===== src/design/fbc_defines.svh =====
// constants for the four bit up/down counter
`ifndef FBC_DEFINES_SVH
`define FBC_DEFINES_SVH
`define FBC_W 4
`define FBC_ZERO 4'h0
`define FBC_ONE 4'h1
`define FBC_BIN_MAX 4'hf
`define FBC_DEC_MAX 4'h9
`endif


===== src/design/fbc_pkg.sv =====
// types shared by the four bit up/down counter
package fbc_pkg;
	// control inputs sampled at each rising clock edge
	typedef struct packed {
		logic parallel_load;
		logic count_enable_in;
		logic count_up_not_down;
	} fbc_ctrl_t;

	// action taken at the next edge, gray coded along hold-load-up-down
	typedef enum logic [1:0] {
		FBC_HOLD = 2'h0,
		FBC_LOAD = 2'h1,
		FBC_STEP_UP = 2'h3,
		FBC_STEP_DN = 2'h2
	} fbc_mode_t;
endpackage : fbc_pkg


===== src/design/fbc_counter.sv =====
// configurable four bit binary or decade up/down counter
//
// Functional notes
// four flops hold count, combinational next state
// clear low forces count and carry low
// count advances one step per rising edge
// decade mode counts 0 to 9, wraps
// decade up/down wraps between 0 and 9
// direction high counts up, low counts down
// clear and load high copy load value
// load bit n lands on count bit n
// user drops load; counting resumes from value
// load wins over enable and holding
// count only when enable high, load low
// enable and load low hold the count
// decade carry high while 9, enabled and counting up
// binary carry at all ones up, zeros down
// binary wraps 15 to 0 and 0 to 15
// binary up-only carry on sixteenth count
// variant chosen by module parameters
`timescale 1ns/1ps
`include "fbc_defines.svh"

module fbc_counter #(
	parameter bit DECADE = 1'b0,
	parameter bit UPDOWN = 1'b1,
	parameter bit HAS_LOAD = 1'b1,
	parameter bit HAS_ENABLE = 1'b1,
	parameter bit HAS_CARRY = 1'b1
) (
	// clock and resets
	input wire logic clk_sys_i,
	input wire logic reset_i,
	input wire logic clear_n_i,
	// control and load data
	input wire fbc_pkg::fbc_ctrl_t ctrl_i,
	input wire logic [`FBC_W-1:0] load_value_i,
	// count and carry
	output logic [`FBC_W-1:0] count_value_o,
	output logic terminal_count_out_o
);

	logic [`FBC_W-1:0] count_r;
	logic [`FBC_W-1:0] count_nxt;
	logic [`FBC_W-1:0] top_val;
	logic load_eff;
	logic enable_eff;
	logic up_eff;
	logic at_term;
	fbc_pkg::fbc_mode_t mode;

	// unused features are tied off by configuration
	assign load_eff = HAS_LOAD & ctrl_i.parallel_load;
	assign enable_eff = HAS_ENABLE ? ctrl_i.count_enable_in : 1'b1;
	assign up_eff = UPDOWN ? ctrl_i.count_up_not_down : 1'b1;
	assign top_val = DECADE ? `FBC_DEC_MAX : `FBC_BIN_MAX;

	// load first, then counting, else hold
	always_comb begin
		if (load_eff) begin
			mode = fbc_pkg::FBC_LOAD;
		end else if (enable_eff) begin
			mode = up_eff ? fbc_pkg::FBC_STEP_UP : fbc_pkg::FBC_STEP_DN;
		end else begin
			mode = fbc_pkg::FBC_HOLD;
		end
	end

	// next state; loaded decade values above 9 re-enter the 0..9 ring
	always_comb begin
		case (mode)
			fbc_pkg::FBC_LOAD: begin
				count_nxt = load_value_i; // see
			end
			fbc_pkg::FBC_STEP_UP: begin
				if (count_r >= top_val) begin
					count_nxt = `FBC_ZERO; // see
				end else begin
					count_nxt = count_r + `FBC_ONE;
				end
			end
			fbc_pkg::FBC_STEP_DN: begin
				if (count_r == `FBC_ZERO || count_r > top_val) begin
					count_nxt = top_val; // see
				end else begin
					count_nxt = count_r - `FBC_ONE;
				end
			end
			fbc_pkg::FBC_HOLD: begin
				count_nxt = count_r;
			end
			default: begin
				count_nxt = count_r;
			end
		endcase
	end

	// four d flops, asynchronously cleared
	always_ff @(posedge clk_sys_i or negedge clear_n_i) begin
		if (!clear_n_i) begin
			count_r <= `FBC_ZERO;
		end else if (reset_i) begin
			count_r <= `FBC_ZERO;
		end else begin
			count_r <= count_nxt; // see
		end
	end

	assign count_value_o = count_r;

	// terminal value: top when counting up, zero for binary down
	always_comb begin
		if (mode == fbc_pkg::FBC_STEP_UP) begin
			at_term = (count_r == top_val); // see
		end else if (mode == fbc_pkg::FBC_STEP_DN) begin
			at_term = !DECADE && (count_r == `FBC_ZERO);
		end else begin
			at_term = 1'b0;
		end
	end

	// carry is gated by clear so it drops at once with it
	assign terminal_count_out_o = HAS_CARRY & clear_n_i & at_term;

	a_clear_zero: assert property (
		@(posedge clk_sys_i)
		!clear_n_i |-> (count_value_o == `FBC_ZERO) && !terminal_count_out_o
	) else $error("count or carry not low while clear asserted");

	a_sync_reset: assert property (
		@(posedge clk_sys_i) disable iff (!clear_n_i)
		reset_i |=> (count_value_o == `FBC_ZERO)
	) else $error("count not zero after reset");

	a_load_copy: assert property (
		@(posedge clk_sys_i) disable iff (reset_i || !clear_n_i)
		(HAS_LOAD && ctrl_i.parallel_load)
		|=> (count_value_o == $past(load_value_i))
	) else $error("load value not copied into count");

	a_load_wins: assert property (
		@(posedge clk_sys_i) disable iff (reset_i || !clear_n_i)
		(HAS_LOAD && ctrl_i.parallel_load && !ctrl_i.count_enable_in)
		|=> (count_value_o == $past(load_value_i))
	) else $error("load ignored while enable low");

	a_hold_idle: assert property (
		@(posedge clk_sys_i) disable iff (reset_i || !clear_n_i)
		(HAS_ENABLE && !ctrl_i.count_enable_in && !load_eff)
		|=> $stable(count_value_o)
	) else $error("count changed while disabled");

	a_step_up: assert property (
		@(posedge clk_sys_i) disable iff (reset_i || !clear_n_i)
		(enable_eff && !load_eff && up_eff && count_value_o < top_val)
		|=> (count_value_o == $past(count_value_o) + `FBC_ONE)
	) else $error("up count did not advance by one");

	a_step_down: assert property (
		@(posedge clk_sys_i) disable iff (reset_i || !clear_n_i)
		(UPDOWN && enable_eff && !load_eff && !ctrl_i.count_up_not_down
			&& count_value_o != `FBC_ZERO && count_value_o <= top_val)
		|=> (count_value_o == $past(count_value_o) - `FBC_ONE)
	) else $error("down count did not step back by one");

	a_wrap_up: assert property (
		@(posedge clk_sys_i) disable iff (reset_i || !clear_n_i)
		(enable_eff && !load_eff && up_eff && count_value_o == top_val)
		|=> (count_value_o == `FBC_ZERO)
	) else $error("up count did not wrap to zero");

	a_wrap_down: assert property (
		@(posedge clk_sys_i) disable iff (reset_i || !clear_n_i)
		(UPDOWN && enable_eff && !load_eff && !ctrl_i.count_up_not_down
			&& count_value_o == `FBC_ZERO)
		|=> (count_value_o == (DECADE ? `FBC_DEC_MAX : `FBC_BIN_MAX))
	) else $error("down count did not wrap to top value");

	a_dec_range: assert property (
		@(posedge clk_sys_i) disable iff (reset_i || !clear_n_i)
		(DECADE && !load_eff && count_value_o <= `FBC_DEC_MAX)
		|=> (count_value_o <= `FBC_DEC_MAX)
	) else $error("decade count left the range 0 to 9");

	a_carry_dec: assert property (
		@(posedge clk_sys_i) disable iff (reset_i || !clear_n_i)
		(HAS_CARRY && DECADE && enable_eff && !load_eff && up_eff
			&& count_value_o == `FBC_DEC_MAX)
		|-> terminal_count_out_o ##1 !terminal_count_out_o
	) else $error("decade carry not a single pulse at nine");

	a_carry_bin: assert property (
		@(posedge clk_sys_i) disable iff (reset_i || !clear_n_i)
		(HAS_CARRY && !DECADE && enable_eff && !load_eff
			&& (up_eff ? count_value_o == `FBC_BIN_MAX
				: count_value_o == `FBC_ZERO))
		|-> terminal_count_out_o
	) else $error("binary carry missing at terminal value");

	a_carry_cause: assert property (
		@(posedge clk_sys_i) disable iff (reset_i || !clear_n_i)
		terminal_count_out_o
		|-> HAS_CARRY && enable_eff && !load_eff
			&& (count_value_o == top_val || count_value_o == `FBC_ZERO)
	) else $error("carry raised without terminal count");

	a_resume_load: assert property (
		@(posedge clk_sys_i) disable iff (reset_i || !clear_n_i)
		(load_eff && load_value_i < top_val)
		##1 (enable_eff && !load_eff && up_eff)
		|=> (count_value_o == $past(load_value_i, 2) + `FBC_ONE)
	) else $error("count did not resume from loaded value");

	a_mode_load: assert property (
		@(posedge clk_sys_i)
		load_eff |-> (mode == fbc_pkg::FBC_LOAD)
	) else $error("load did not take priority");

	a_load_next: assert property (
		@(posedge clk_sys_i)
		(mode == fbc_pkg::FBC_LOAD) |-> (count_nxt == load_value_i)
	) else $error("next state is not the load value");

	a_load_bits: assert property (
		@(posedge clk_sys_i) disable iff (reset_i || !clear_n_i)
		load_eff
		|=> (count_value_o[0] == $past(load_value_i[0]))
			&& (count_value_o[3] == $past(load_value_i[3]))
	) else $error("load bits landed on wrong count bits");

	a_hold_next: assert property (
		@(posedge clk_sys_i) disable iff (reset_i || !clear_n_i)
		(mode == fbc_pkg::FBC_HOLD) |=> $stable(count_value_o)
	) else $error("count moved while holding");

	a_carry_no_load: assert property (
		@(posedge clk_sys_i)
		load_eff |-> !terminal_count_out_o
	) else $error("carry high during load");

	a_carry_no_enable: assert property (
		@(posedge clk_sys_i)
		!enable_eff |-> !terminal_count_out_o
	) else $error("carry high while counting disabled");

	a_carry_dec_down: assert property (
		@(posedge clk_sys_i)
		(DECADE && !up_eff) |-> !terminal_count_out_o
	) else $error("decade carry high while counting down");

	a_carry_dec_nine: assert property (
		@(posedge clk_sys_i)
		(DECADE && terminal_count_out_o)
		|-> (count_value_o == `FBC_DEC_MAX)
	) else $error("decade carry away from nine");

	a_carry_up_top: assert property (
		@(posedge clk_sys_i)
		(terminal_count_out_o && up_eff) |-> (count_value_o == top_val)
	) else $error("up carry away from top value");

	a_carry_down_zero: assert property (
		@(posedge clk_sys_i)
		(terminal_count_out_o && !up_eff)
		|-> (!DECADE && count_value_o == `FBC_ZERO)
	) else $error("down carry away from zero");

	a_carry_clear: assert property (
		@(posedge clk_sys_i)
		terminal_count_out_o |-> clear_n_i
	) else $error("carry high while clear asserted");

	a_dec_next_range: assert property (
		@(posedge clk_sys_i)
		(DECADE && mode != fbc_pkg::FBC_LOAD && count_r <= `FBC_DEC_MAX)
		|-> (count_nxt <= `FBC_DEC_MAX)
	) else $error("decade next state above nine");

	a_dec_down_high: assert property (
		@(posedge clk_sys_i) disable iff (reset_i || !clear_n_i)
		(DECADE && enable_eff && !load_eff && !up_eff
			&& count_value_o > `FBC_DEC_MAX)
		|=> (count_value_o == `FBC_DEC_MAX)
	) else $error("decade down from above nine missed nine");

	a_bin_up_wrap: assert property (
		@(posedge clk_sys_i) disable iff (reset_i || !clear_n_i)
		(!DECADE && enable_eff && !load_eff && up_eff
			&& count_value_o == `FBC_BIN_MAX)
		|=> (count_value_o == `FBC_ZERO)
	) else $error("binary up count did not wrap to zero");

	a_dir_select: assert property (
		@(posedge clk_sys_i)
		(enable_eff && !load_eff)
		|-> (mode == (up_eff ? fbc_pkg::FBC_STEP_UP
			: fbc_pkg::FBC_STEP_DN))
	) else $error("direction not taken from direction input");

endmodule : fbc_counter


===== config.mk =====
export PLATFORM = sky130hd
export DESIGN_NAME = fbc_counter
export DESIGN_NICKNAME = d
export VERILOG_FILES = /design/src/design/fbc_pkg.sv /design/src/design/fbc_counter.sv
export VERILOG_INCLUDE_DIRS = /design/src /design/src/design
export SDC_FILE = /design/constraint.sdc
export NUM_CORES = 1
export LEC_CHECK = 0
export ABC_CLOCK_PERIOD_IN_PS = 1900
export BUFFER_PORTS_ARGS = -buffer_cell sky130_fd_sc_hd__buf_2
export CAP_MARGIN = 15
export CORE_AREA = 3 3 40 42
export CTS_CLUSTER_DIAMETER = 120
export DETAILED_ROUTE_END_ITERATION = 16
export DIE_AREA = 0 0 43 45
export GPL_TIMING_DRIVEN = 0
export PLACE_DENSITY_LB_ADDON = 0.2
export SETUP_SLACK_MARGIN = 0.4
export SYNTH_ARGS = -nofsm -noshare
export SYNTH_HDL_FRONTEND = slang
export SYNTH_SLANG_ARGS = --single-unit

===== constraint.sdc =====
create_clock -name clk_sys_i -period 1.9 [get_ports clk_sys_i]
set_clock_uncertainty 0.1 [all_clocks]
set_input_delay 0.095 -clock clk_sys_i [delete_from_list [all_inputs] [get_ports clk_sys_i]]
set_output_delay 0.095 -clock clk_sys_i [all_outputs]
set_load 0.005 [all_outputs]

==> Word level (Yosys, flattened, before mapping) <==
Index checks and enable logic that the tools add are counted.
{ "totals": {"reg_bits": 4, "in_bits": 10, "out_inout_bits": 5, "elab_cells": 23} }
{ "op_classes": {"n_addsub": 2, "n_lt_le_gt_ge": 2, "eq_ne": 5, "mux": 9, "bitwise": 1, "n_reduce_logical": 3} }
{ "op_table": {"columns": ["operator", "count"], "rows": [
  ["$mux W4", 3],
  ["$pmux W4 S3", 1],
  ["$add A4 B1 Y4 const B", 1],
  ["$eq A2 B2 Y1 const B", 2],
  ["$eq A4 B4 Y1 const B", 1],
  ["$ge A4 B4 Y1 const B", 1],
  ["$gt A4 B4 Y1 const B", 1],
  ["$logic_not A4 Y1", 1],
  ["$mux W2", 2],
  ["$sub A4 B1 Y4 const B", 1],
  ["$mux W1", 3],
  ["$eq A2 B1 Y1 const B", 1],
  ["$logic_not A2 Y1", 1],
  ["$ne A2 B2 Y1 const B", 1],
  ["$and A1 B1 Y1", 1],
  ["$logic_or A1 B1 Y1", 1]
]} }

==> Logic depth before layout (Yosys ltp) <==
{ "depth": {"depth_word": 7, "depth_mapped": 6, "ltp_nobuf": 6} }

==> Worst setup path after synthesis <==
Ideal clock, no wire load.
{ "synth_timing": {"path_kind": "reg2reg", "from": "register count_r[0], in the netlist count_value_o[0]", "to": "register count_r[0], in the netlist count_value_o[0]", "setup_ns": 0.086, "t_arrival_ns": 1.486, "t_required_ns": 1.714, "setup_slack_ns": 0.228, "stages_incl_launch_ff": 7, "n_path_buf": 0, "period_less_slack_ns": 1.672, "cell_sequence": "dfrtp_1 -> inv_1 -> ha_1 -> or4b_1 -> a21oi_1 -> a311oi_1 -> nor3_1"} }
{ "synth_between": {"elab_chain_cells": 5, "elab_cells_between_ends": 10, "cone_classes": "add/sub: 2; order compare: 2; mux: 4; reduce/logical: 2"} }
{ "synth_rtl": {"columns": ["element", "line", "rtl"], "rows": [
  ["from (decl)", "fbc_counter.sv:43", "logic [`FBC_W-1:0] count_r;"],
  ["from (signal assigned)", "fbc_counter.sv:101", "count_r <= `FBC_ZERO;"],
  ["from (signal assigned)", "fbc_counter.sv:103", "count_r <= `FBC_ZERO;"],
  ["from (signal assigned)", "fbc_counter.sv:105", "count_r <= count_nxt;"],
  ["$gt A4 B4 Y1 / $logic_not A4 Y1 (equally long branches)", null, null],
  ["$logic_or A1 B1 Y1", "fbc_counter.sv:83", "if (count_r == `FBC_ZERO || count_r > top_val) begin"],
  ["$mux W4", "fbc_counter.sv:83", null],
  ["$pmux W4 S3 *", "fbc_counter.sv:71", "case (mode)"],
  ["$mux W4 *", "fbc_counter.sv:102", "end else if (reset_i) begin"]
]} }
Every way passes the cells marked *; elsewhere a longest branch is shown, timed or not.
A chain may end at the register's enable or synchronous reset.

==> Worst setup path in the final report <==
{ "layout_timing": {"from": "register count_r[1], in the netlist count_value_o[1]", "to": "output terminal_count_out_o"} }
{ "layout_between": {"elab_chain_cells": 4, "elab_cells_between_ends": 5, "cone_classes": "eq/ne: 1; mux: 2; bitwise: 1; reduce/logical: 1"} }
{ "layout_rtl": {"columns": ["element", "line", "rtl"], "rows": [
  ["$logic_not A4 Y1 (no source line)", null, null],
  ["$mux W1", "fbc_counter.sv:115", "end else if (mode == fbc_pkg::FBC_STEP_DN) begin"],
  ["$mux W1 *", "fbc_counter.sv:113", "if (mode == fbc_pkg::FBC_STEP_UP) begin"],
  ["$and A1 B1 Y1 *", "fbc_counter.sv:123", "assign terminal_count_out_o = HAS_CARRY & clear_n_i & at_term;"],
  ["to (decl)", "fbc_counter.sv:40", "output logic terminal_count_out_o"]
]} }
Marks and branches as above.

==> reports/results.txt <==
Setup crit end kind: output port
Final Util: 42.5%
sequential area share after synthesis: 28.8%
Synth area leader: dfrtp_1
prevailing post-synth register cell: dfrtp_1
die outline height: 45 um
Avg Cell Area, Syn: 8.48 um2
dpl hpwl: 651 um
leak pwr: 0.231 nW
die area: 0.00194 mm2
post-synth cell types: 24
number of synthesis warnings: 0
Critical-path top delay cell: or4b_4
number of CTS-inserted buffers: 3
total global routing overflow: 0
period utilization: 91.3%
dpl cells: 69
Clock Latency Late Sink: 230 ps
Setup CP Type: flop to output port
post-synthesis async set-or-reset flop share: 100%
gr usage total: 11.6%
Max clock buf depth: 2
dpl cell area: 452 um2
row count: 13
Max H-tree Level: 1
clk root buf: clkbuf_4
port bufs: 13
Syn Nets: 53
die width: 43 um
RSZ-0062 raised after global routing: true
final hold violation count: 0
min cycle time layout: 1730 ps
DR pass1 iterations: 2
setup TNS: 0 ps
Final Cell Area: 546 um2
Yosys reg bits: 4
Hold Path Class: primary input to flop
DRC: 0
status: complete, no violations
relative slew slack: 77.6%
adder-cell share of the synthesized area: 7.19%
Area contributors post-synth: dfrtp_1 29%, ha_1 7.2%, nor2b_1 7.2%
first-pass GRT wire length: 1.61 mm
initial antenna violation count: 0
Via Count: 369
Max stage delay on crit path: 470 ps
critical path peak fanout: 3
Non-Filler Instances: 77
main combinational cell family by area after synthesis: simple AND/OR/NAND/NOR gates
fin nets: 76
Layout area overhead: 56.8%
PwrDens: 565 mW/mm2
post-route ant nets: 0
Worst Path Arrival: 1540 ps
vias in the first global route: 375
Fmax: 0.577 GHz
Final Setup Violations: 0
Worst path top cell family by delay: simple AND/OR/NAND/NOR gates
Slew Viols, Final: 0
wire length per cell: 11.6 um
biggest regs: count_value_o x4
largest net degree at the start of global routing: 10
Compound-Gate Fraction of Synth Area: 23.4%
max reg flops: 4
mux contribution to synthesized area: 6.12%
clock sink count: 4
Starting DRT DRC Count: 1
top post-synthesis cells by count: 4 x a21oi_1, 4 x dfrtp_1, 4 x nor2b_1
area of the mapped netlist: 348 um2
CP Data Required Time: 1700 ps
Place WS: 161 ps
Final Routed Wirelength: 891 um
Reg clk slew, reported paths: 40 ps
ANT cells: 0
CORE AREA: 0.00128 mm2
Mapped Cells: 41
# IOs: 15
Reg with most FFs: count_value_o
Max VDD drop: 0.448 mV
EDFF count, synth: 0
Worst R2R Setup Slack: 240 ps
Critical path buffers and inverters: 2
area share of the largest cell type after synthesis: 28.8%
ratio of cells with drive above 1 in the final layout: 50.0%
startpoint types: flop
crit-path cells: inv_2 -> ha_4 -> or4b_4 -> a21oi_2 -> buf_2
Post-Synth Simple-Gate Area: 25.2%
worst slew pin tran: 333 ps
CTS tree: built
routed vias/inst: 4.79
initial core utilization: 27.1%
Final WS setup: 165 ps
Max-cap violations: 0
routability cong.: 0.758
Synth Area in XOR/XNOR: 5.04%
[final cells by class]
type,instances,area [um2]
multi-input cells,33,279
repair buffers,18,108
well taps,15,18.8
fillers,132,739
flip-flops and latches,4,103
inverters,3,11.3
clock buffers,3,22.5
plain buffers,1,3.75
[kinds of logic (layout without fill, tap and decap cells)]
group                    Yosys count  in the layout
flip-flops                         4              4
multiplexers                       2              2
buffers and inverters              4             25
adder cells (fa/ha/maj)            2              2
AO/OA/AOI/OAI                     12             12
XOR/XNOR                           2              2
AND/OR/NAND/NOR                   15             15
[worst reg2reg max path, cell delays in order, from the launching register on]
cell and delay [ps]:
dfrtp_2 400, inv_2 80, ha_4 130, or4b_4 470, a21oi_2 140, a311oi_1 70, nor3_1 190
[through the flow]
stage | power [mW] | hold WS [ps]
floorplan | 0.157 | -301
global placement | 0.188 | -189
detailed placement | 0.188 | -189
CTS | 0.308 | 52.8
global route | 0.336 | 65.2
finish | 0.308 | 54.3
[cells in the final DEF, fill, tap and decap left out]
cell / n
a311oi_1: 1
clkbuf_4: 3
o21ai_0: 1
nor3_1: 1
a21oi_2: 2
dlygate4sd3_1: 2
nand3b_1: 1
and2_1: 1
nor4b_1: 1
inv_2: 2
o41a_1: 1
ha_4: 2
inv_1: 1
nor2_1: 2
a22oi_1: 1
o21ai_1: 1
a21oi_1: 2
o32ai_2: 1
nand2_2: 1
clkbuf_1: 1
nand2_1: 2
a211oi_1: 1
dfrtp_1: 2
mux2_2: 1
dfrtp_2: 2
o21a_1: 1
buf_2: 13
buf_4: 3
or4b_4: 1
mux2i_1: 1
nand4_1: 1
xnor2_1: 2
nor2b_1: 4
[metal layers]
| metal | global-route usage, % | part of all wire [%] | wire length [um] |
|---|---|---|---|
| met2 | 18.3 | 45 | 402 |
| met1 | 14.4 | 45 | 399 |
| met4 | 3.61 | 1.3 | 12 |
| met3 | 5.18 | 8.5 | 76 |
| met5 | 0 | 0 | 0 |
[where the power goes]
group	switching [mW]	internal, mW	total, mW	leakage, nW
sequential	0.00943	0.0932	0.103	0.0492
clock	0.0340	0.0706	0.105	0.0138
combinational	0.0461	0.0547	0.101	0.168
total	0.0895	0.218	0.308	0.231
[final timing paths]
check	start	to	cells after the start
worst max register to register	count_value_o[1]$_DFFE_PN0P_	count_value_o[0]$_DFFE_PN0P_	6
max in group asynchronous	clear_n_i	count_value_o[2]$_DFFE_PN0P_	2
worst max-delay path	count_value_o[1]$_DFFE_PN0P_	terminal_count_out_o	5
min in group asynchronous	clear_n_i	count_value_o[0]$_DFFE_PN0P_	2
worst min-delay path	load_value_i[0]	count_value_o[0]$_DFFE_PN0P_	3
worst min register to register	count_value_o[2]$_DFFE_PN0P_	count_value_o[2]$_DFFE_PN0P_	2
[what timing repair did]
item,4_1_cts,5_1_grt
setup endpoints to repair,2,5
hold buffers,2,0
cloned,0,0
pin swaps,1,2
endpoints found under the hold margin,6,0
resized for setup,2,6
buffers inserted,3,0
(Power assumes the default switching activity.)
